--- src/rtl/fbdiv_pkg.sv ---
// Package for the feedback divider configuration block of the second PLL loop.
// Assumes byte-wide registers reached over a plain strobe port.
package fbdiv_pkg;
    localparam int ADDR_W = 9;
    localparam int DATA_W = 8;
    localparam int DIV_W = 18;
    // Register offsets
    localparam logic [8:0] CAL_FEEDBACK_DIV_HIGH = 9'h163;
    localparam logic [8:0] CAL_FEEDBACK_DIV_MID = 9'h164;
    localparam logic [8:0] CAL_FEEDBACK_DIV_LOW = 9'h165;
    localparam logic [8:0] FEEDBACK_DIV_HIGH_AND_CAL_DISABLE = 9'h166;
    localparam logic [8:0] FEEDBACK_DIV_MID = 9'h167;
    localparam logic [8:0] FEEDBACK_DIV_LOW = 9'h168;
    // Field positions
    localparam int FREQ_CAL_DISABLE_BIT = 2;
    localparam int HIGH_FIELD_W = 2;
    // Reset values
    localparam logic [7:0] CAL_HIGH_RESET = 8'h00;
    localparam logic [7:0] CAL_MID_RESET = 8'h00;
    localparam logic [7:0] CAL_LOW_RESET = 8'h0C;
    localparam logic [7:0] FB_HIGH_RESET = 8'h00;
    localparam logic [7:0] FB_MID_RESET = 8'h00;
    localparam logic [7:0] FB_LOW_RESET = 8'h0C;
    localparam logic [17:0] CAL_DIV_RESET = 18'h0000C;
    localparam logic [17:0] FB_DIV_RESET = 18'h0000C;
    localparam logic [17:0] DIV_INVALID = 18'h00000;
    // Feedback source select value meaning cascaded zero-delay
    localparam logic FEEDBACK_SOURCE_CASCADED = 1'b1;
    // Masks for writable bits of the high registers
    localparam logic [7:0] CAL_HIGH_MASK = 8'h03;
    localparam logic [7:0] FB_HIGH_MASK = 8'h07;
endpackage : fbdiv_pkg

--- src/rtl/fbdiv_regs.sv ---
// Byte register file for the two 18-bit divide values and the calibration disable bit.
// Assumes one write strobe per cycle from the owner of the configuration port.
`timescale 1ns/1ps
`default_nettype none
module fbdiv_regs
    import fbdiv_pkg::*;
(
    // Clock and reset
    input wire logic clk,
    input wire logic reset_n,
    // Register port
    input wire logic [fbdiv_pkg::ADDR_W-1:0] addr,
    input wire logic [fbdiv_pkg::DATA_W-1:0] wdata,
    input wire logic wr_en,
    input wire logic rd_en,
    output logic [fbdiv_pkg::DATA_W-1:0] rdata,
    // Stored fields
    output logic [fbdiv_pkg::DIV_W-1:0] cal_shadow,
    output logic [fbdiv_pkg::DIV_W-1:0] fb_shadow,
    output logic freq_cal_disable,
    output logic low_written
);
    logic [7:0] cal_high, cal_mid, cal_low, fb_high, fb_mid, fb_low;
    logic [7:0] next_cal_high, next_cal_mid, next_cal_low;
    logic [7:0] next_fb_high, next_fb_mid, next_fb_low, next_rdata;

    // Register decode on write, read mux
    always_comb begin
        next_cal_high = cal_high;
        next_cal_mid = cal_mid;
        next_cal_low = cal_low;
        next_fb_high = fb_high;
        next_fb_mid = fb_mid;
        next_fb_low = fb_low;
        next_rdata = 8'h00;
        if (wr_en) begin
            case (addr)
                CAL_FEEDBACK_DIV_HIGH: next_cal_high = wdata & CAL_HIGH_MASK;
                CAL_FEEDBACK_DIV_MID: next_cal_mid = wdata;
                CAL_FEEDBACK_DIV_LOW: next_cal_low = wdata;
                FEEDBACK_DIV_HIGH_AND_CAL_DISABLE: next_fb_high = wdata & FB_HIGH_MASK;
                FEEDBACK_DIV_MID: next_fb_mid = wdata;
                FEEDBACK_DIV_LOW: next_fb_low = wdata;
                default: ;
            endcase
        end
        if (rd_en) begin
            case (addr)
                CAL_FEEDBACK_DIV_HIGH: next_rdata = cal_high;
                CAL_FEEDBACK_DIV_MID: next_rdata = cal_mid;
                CAL_FEEDBACK_DIV_LOW: next_rdata = cal_low;
                FEEDBACK_DIV_HIGH_AND_CAL_DISABLE: next_rdata = fb_high;
                FEEDBACK_DIV_MID: next_rdata = fb_mid;
                FEEDBACK_DIV_LOW: next_rdata = fb_low;
                default: next_rdata = 8'h00;
            endcase
        end
    end

    // Storage
    always_ff @(posedge clk or negedge reset_n) begin
        if (!reset_n) begin
            cal_high <= CAL_HIGH_RESET;
            cal_mid <= CAL_MID_RESET;
            cal_low <= CAL_LOW_RESET;
            fb_high <= FB_HIGH_RESET;
            fb_mid <= FB_MID_RESET;
            fb_low <= FB_LOW_RESET;
            rdata <= 8'h00;
        end else begin
            cal_high <= next_cal_high;
            cal_mid <= next_cal_mid;
            cal_low <= next_cal_low;
            fb_high <= next_fb_high;
            fb_mid <= next_fb_mid;
            fb_low <= next_fb_low;
            rdata <= next_rdata;
        end
    end

    // Assembled words, seen by the core only on a low-byte write
    assign cal_shadow = {cal_high[HIGH_FIELD_W-1:0], cal_mid, cal_low};
    assign fb_shadow = {fb_high[HIGH_FIELD_W-1:0], fb_mid, fb_low};
    assign freq_cal_disable = fb_high[FREQ_CAL_DISABLE_BIT];
    assign low_written = wr_en && (addr == FEEDBACK_DIV_LOW);
endmodule : fbdiv_regs
`default_nettype wire

--- src/rtl/fbdiv_cal_seq.sv ---
// Calibration sequencer: tracks a running VCO frequency calibration.
// Assumes the analog calibration engine pulses done when it finishes.
`timescale 1ns/1ps
`default_nettype none
module fbdiv_cal_seq (
    // Clock and reset
    input wire logic clk,
    input wire logic reset_n,
    // Control
    input wire logic start,
    input wire logic cal_done,
    // Status
    output logic cal_busy,
    output logic cal_start_pulse,
    output logic cal_finish_pulse
);
    typedef enum logic [0:0] {IDLE, RUN} cal_state_t;
    cal_state_t state, next_state;
    logic next_start_pulse, next_finish_pulse;

    // Next-state logic; a new start while running restarts the sequence
    always_comb begin
        next_state = state;
        next_start_pulse = 1'b0;
        next_finish_pulse = 1'b0;
        case (state)
            IDLE: begin
                if (start) begin
                    next_state = RUN;
                    next_start_pulse = 1'b1;
                end
            end
            RUN: begin
                if (start) begin
                    next_start_pulse = 1'b1;
                end else if (cal_done) begin
                    next_state = IDLE;
                    next_finish_pulse = 1'b1;
                end
            end
            default: next_state = IDLE;
        endcase
    end

    // State registers
    always_ff @(posedge clk or negedge reset_n) begin
        if (!reset_n) begin
            state <= IDLE;
            cal_start_pulse <= 1'b0;
            cal_finish_pulse <= 1'b0;
        end else begin
            state <= next_state;
            cal_start_pulse <= next_start_pulse;
            cal_finish_pulse <= next_finish_pulse;
        end
    end

    assign cal_busy = (state == RUN);
endmodule : fbdiv_cal_seq
`default_nettype wire

--- src/rtl/pll_feedback_divider_config.sv ---
// Feedback divider configuration for the second PLL loop: registers, calibration launch, divider select.
// Assumes a byte register port with read data one cycle after the read strobe.
//
// What this block does
// - No zero-delay feedback to the second loop while frequency calibration runs.
// - Hold 18-bit calibration divide value across three registers 0x163..0x165.
// - In cascaded mode, when calibration finishes, divider switches from calibration value to normal value.
// - Cascaded zero-delay mode means feedback source select equals one.
// - Hold 18-bit normal divide value in 0x166..0x168; code zero invalid.
// - Writing 0x168 starts frequency calibration when calibration disable reads zero.
// - Calibration disable is bit 2 of 0x166; when set, write only updates divider.
//
// Design decision made here: the plain strobed port.
`timescale 1ns/1ps
`default_nettype none
module pll_feedback_divider_config
    import fbdiv_pkg::*;
(
    // Clock and reset
    input wire logic clk,
    input wire logic reset_n,
    // Register port
    input wire logic [fbdiv_pkg::ADDR_W-1:0] addr,
    input wire logic [fbdiv_pkg::DATA_W-1:0] wdata,
    input wire logic wr_en,
    input wire logic rd_en,
    output logic [fbdiv_pkg::DATA_W-1:0] rdata,
    // Mode and calibration engine
    input wire logic feedback_source_select,
    input wire logic zero_delay_request,
    input wire logic cal_done,
    output logic cal_start,
    output logic cal_busy,
    // Divider control
    output logic [fbdiv_pkg::DIV_W-1:0] active_divide,
    output logic cascaded_zero_delay,
    output logic zero_delay_enable,
    output logic divide_invalid
);
    import fbdiv_pkg::*;

    ////////////////////////////////////////////////////////////////////////
    logic [DIV_W-1:0] cal_shadow, fb_shadow;
    logic [DIV_W-1:0] cal_word, fb_word, next_cal_word, next_fb_word;
    logic [DIV_W-1:0] next_active_divide;
    logic freq_cal_disable, low_written, launch, finish_pulse, start_pulse;
    logic next_zero_delay_enable, next_divide_invalid, next_cascaded;

    fbdiv_regs u_regs (
        .clk(clk),
        .reset_n(reset_n),
        .addr(addr),
        .wdata(wdata),
        .wr_en(wr_en),
        .rd_en(rd_en),
        .rdata(rdata),
        .cal_shadow(cal_shadow),
        .fb_shadow(fb_shadow),
        .freq_cal_disable(freq_cal_disable),
        .low_written(low_written)
    );

    // Launch only when the disable bit currently reads zero
    assign launch = low_written && !freq_cal_disable;

    fbdiv_cal_seq u_cal (
        .clk(clk),
        .reset_n(reset_n),
        .start(launch),
        .cal_done(cal_done),
        .cal_busy(cal_busy),
        .cal_start_pulse(start_pulse),
        .cal_finish_pulse(finish_pulse)
    );

    assign cal_start = start_pulse;

    ////////////////////////////////////////////////////////////////////////
    // Coherent words latched on the low-byte write of the normal divider
    always_comb begin
        next_cal_word = cal_word;
        next_fb_word = fb_word;
        if (low_written) begin
            next_fb_word = {fb_shadow[DIV_W-1:8], wdata};
            next_cal_word = cal_shadow;
        end
    end

    // Divider selection and zero-delay gating
    always_comb begin
        next_cascaded = (feedback_source_select == FEEDBACK_SOURCE_CASCADED);
        if (cal_busy && next_cascaded) begin
            next_active_divide = cal_word;
        end else begin
            next_active_divide = fb_word;
        end
        // Launch also gates, so zero delay drops in the same cycle that busy rises
        next_zero_delay_enable = zero_delay_request && !cal_busy && !launch;
        next_divide_invalid = (next_active_divide == DIV_INVALID);
    end

    always_ff @(posedge clk or negedge reset_n) begin
        if (!reset_n) begin
            cal_word <= CAL_DIV_RESET;
            fb_word <= FB_DIV_RESET;
            active_divide <= FB_DIV_RESET;
            cascaded_zero_delay <= 1'b0;
            zero_delay_enable <= 1'b0;
            divide_invalid <= 1'b0;
        end else begin
            cal_word <= next_cal_word;
            fb_word <= next_fb_word;
            active_divide <= next_active_divide;
            cascaded_zero_delay <= next_cascaded;
            zero_delay_enable <= next_zero_delay_enable;
            divide_invalid <= next_divide_invalid;
        end
    end
endmodule : pll_feedback_divider_config
`default_nettype wire

--- config.mk ---
export PLATFORM = sky130hd
export DESIGN_NAME = pll_feedback_divider_config
export DESIGN_NICKNAME = d
export VERILOG_FILES = /design/src/rtl/fbdiv_pkg.sv /design/src/rtl/fbdiv_regs.sv /design/src/rtl/fbdiv_cal_seq.sv /design/src/rtl/pll_feedback_divider_config.sv
export SDC_FILE = /design/constraint.sdc
export NUM_CORES = 1
export LEC_CHECK = 0
export BUFFER_PORTS_ARGS = -buffer_cell sky130_fd_sc_hd__clkbuf_2
export CAP_MARGIN = 15
export CORE_MARGIN = 2
export CORE_UTILIZATION = 44
export CTS_BUF_LIST = sky130_fd_sc_hd__clkbuf_2 sky130_fd_sc_hd__clkbuf_4 sky130_fd_sc_hd__clkbuf_8
export DETAILED_ROUTE_END_ITERATION = 8
export HOLD_SLACK_MARGIN = 0.06
export PLACE_DENSITY = 0.64
export RECOVER_POWER = 50
export SLEW_MARGIN = 10
export SYNTH_ARGS = -nofsm -noshare
export SYNTH_HDL_FRONTEND = slang
export SYNTH_HIERARCHICAL = 1
export SYNTH_SLANG_ARGS = --single-unit
--- constraint.sdc ---
create_clock -name clk -period 2.2 [get_ports clk]
set_clock_uncertainty 0.05 [all_clocks]
set_input_delay 0.55 -clock clk [delete_from_list [all_inputs] [get_ports clk]]
set_output_delay 0.55 -clock clk [all_outputs]
set_load 0.05 [all_outputs]
==> results.json <==
{
  "crit_required_ns": 2.41,
  "fin_cells": 487,
  "cp-end-kind": "register",
  "wl_met3_um": 465,
  "synth_area_sq_mm": 0.00436,
  "die-area_sq_mm": 0.0107,
  "vias": 2605,
  "path_cells": "clkbuf_2 -> and4bb_2 -> and4b_1 -> nand2_4 -> clkbuf_1 -> mux2_2",
  "wl_met1_um": 4000,
  "setup-tns-final_ns": 0,
  "arrival_ns": 1.99,
  "h-tree-depth": 3,
  "syn_inst": 278,
  "tightest_slew_ns": 0.919,
  "drt_iter0_drc": 89,
  "clockRootBuffer": "clkbuf_8",
  "hold_violations": 0,
  "fin_crit_ns": 1.77,
  "cts_tree": "done",
  "top_layer": "met4",
  "final_antenna_net_count": 0,
  "synth_warnings": 6,
  "placed_cells": 471,
  "startpoint": "addr[7]",
  "r2r_slack_ns": 0.68,
  "rsz0062_at_grt": "no",
  "fin_area_sq_mm": 0.00503,
  "post-dp-hpwl_um": 6430,
  "critPathBufInv": 2,
  "die_x_um": 104,
  "worstRegToRegCells": 3,
  "setup_viol": 0,
  "power.switching_w": 0.000861,
  "io_buffer_count": 54,
  "drive_gt1_frac": 0.573,
  "hold_class": "primary input to async pin",
  "wire_per_inst_um": 18.7,
  "finalCritPeriodShare": 0.807,
  "antenna_found_initial": 0,
  "p_int_w": 0.00245,
  "fin_hold_ws_ns": 0.236,
  "path_max_fanout": 8,
  "cts_buffer_depth": 2,
  "p_per_area_mw_per_mm2": 659,
  "worstSetupPathType": "primary input to register",
  "grt_pass1_vias": 2837,
  "path_clk_slew_ns": 0.11,
  "initial_core_util": 0.450,
  "regToRegStartpoint": "u_cal/cal_busy$_DFF_PN0_",
  "critical_path.top_delay_family": "simple AND/OR/NAND/NOR gates",
  "route.detailed.drc": 0,
  "placed_area_sq_mm": 0.00489,
  "p_seq_frac": 0.594,
  "cts_setup_buffers": 0,
  "power_switching_share": 0.260,
  "comb_power_share": 0.062,
  "dr.pass1.iters": 5,
  "io_pins": 55,
  "fmax_mhz": 563,
  "rows": 36,
  "area_growth_syn_to_layout_pct": 15.4,
  "gr-total-overflow": 0,
  "clkLatencyLatePin_ns": 0.38,
  "syn-num-nets": 302,
  "grtUsageTotal": 0.184,
  "grt_pass1_wl_um": 15200,
  "place.gp.congestion": 0.775,
  "wirelength_um": 9110,
  "drv_slew": 0,
  "dr_wl_met2_um": 4430,
  "avgSynthCellArea_sq_um": 15.7,
  "vias_per_cell": 5.35,
  "cts_resized": 0,
  "relSlewSlack": 0.387,
  "die_y_um": 104,
  "worstSetupStartpointType": "primary input",
  "timing.rr.end": "active_divide[1]$_DFF_PN0_",
  "cts_buffers": 9,
  "outcome": "complete, no violations",
  "worst_path_largest_cell_delay_ns": 0.41,
  "diodes": 0,
  "leakage_nw": 2.56,
  "grt_max_degree": 37,
  "critPathSlowestCell": "clkbuf_1",
  "timing.max_cap.violations": 0,
  "cts_hold_buf": 0,
  "nets": 373,
  "p_clk_frac": 0.344,
  "core_sq_mm": 0.00968,
  "peakVddDrop_mv": 0.271,
  "clkSinkCount": 104
}
## layout by cell type, fill, tap and decap left out, types with 2 or more instances in the layout
cell         n
dfstp_2     10
nor2_1      10
a32oi_1      2
nor2b_1      4
mux2_2      94
clkinvlp_4   2
inv_8        2
clkinv_4     2
clkbuf_8     9
clkbuf_2    56
a2bb2oi_1    2
mux4_2       3
buf_4       10
nor4_2       2
dfrtp_1     94
nand4_1      2
buf_12       3
a21oi_1      2
a22oi_1      6
inv_1        2
a22o_1       5
nor4_1       6
mux2_1       2
nand2_1      2
clkbuf_1     4
## registers in the layout, indices dropped and copies added, names as in the netlist
register / cells
active_divide: 18
cal_word: 18
cascaded_zero_delay: 1
divide_invalid: 1
fb_word: 18
u_cal/cal_busy: 1
u_cal/cal_start_pulse: 1
u_regs/cal_high: 2
u_regs/cal_low: 8
u_regs/cal_mid: 8
u_regs/fb_high: 3
u_regs/fb_low: 8
u_regs/fb_mid: 8
u_regs/rdata: 8
zero_delay_enable: 1
## area by class of cell
class / instances / area, sq um
timing repair buffer: 73 / 430
inverter: 2 / 7.51
tap: 133 / 166
sequential: 104 / 2620
multi-input combinational: 159 / 1620
fill: 869 / 4650
clock inverter: 7 / 63.8
clock buffer: 9 / 124
## how the worst max path moves through the flow
| stage | depth (start not counted) | endpoint | slack, ns |
|---|---|---|---|
| 3_3_place_gp | 7 | fb_word[4]$_DFFE_PN0P_ | 0.06 |
| 5_1_grt | 6 | u_regs/fb_low[6]$_DFFE_PN0P_ | 0.34 |
| 6_report | 6 | u_regs/fb_low[6]$_DFFE_PN0P_ | 0.43 |
| 3_5_place_dp | 7 | cal_word[6]$_DFFE_PN0P_ | 0.04 |
| 2_1_floorplan | 9 | fb_word[4]$_DFFE_PN0P_ | 0.02 |
| 4_1_cts | 1 | active_divide[3] | 0.41 |
## metal layers
layer	track usage	vias up
met4	0.0734	0
met5	0	-
met1	0.239	1350
met3	0.0516	18
li1	-	1171
met2	0.295	66
## stage by stage
| step | setup WS (ns) | util | power [W] |
|---|---|---|---|
| final | 0.425 | 0.519 | 0.00331 |
| after global routing | 0.344 | 0.519 | 0.00346 |
| after CTS | 0.408 | 0.524 | 0.00337 |
| after detailed placement | 0.0368 | 0.505 | 0.00222 |
| after global placement | 0.0579 | 0.505 | 0.00222 |
| after floorplan | 0.0188 | - | 0.00211 |
## power groups by stage
| stage | clock network [W] | registers [W] | logic [W] |
|---|---|---|---|
| detailed placement | 0 | 0.00200 | 0.000220 |
| floorplan | 0 | 0.00203 | 0.0000763 |
| global route | 0.00126 | 0.00197 | 0.000228 |
| finish | 0.00114 | 0.00197 | 0.000207 |
| CTS | 0.00119 | 0.00197 | 0.000221 |
| global placement | 0 | 0.00200 | 0.000218 |
Power figures use the tool's default switching activity.
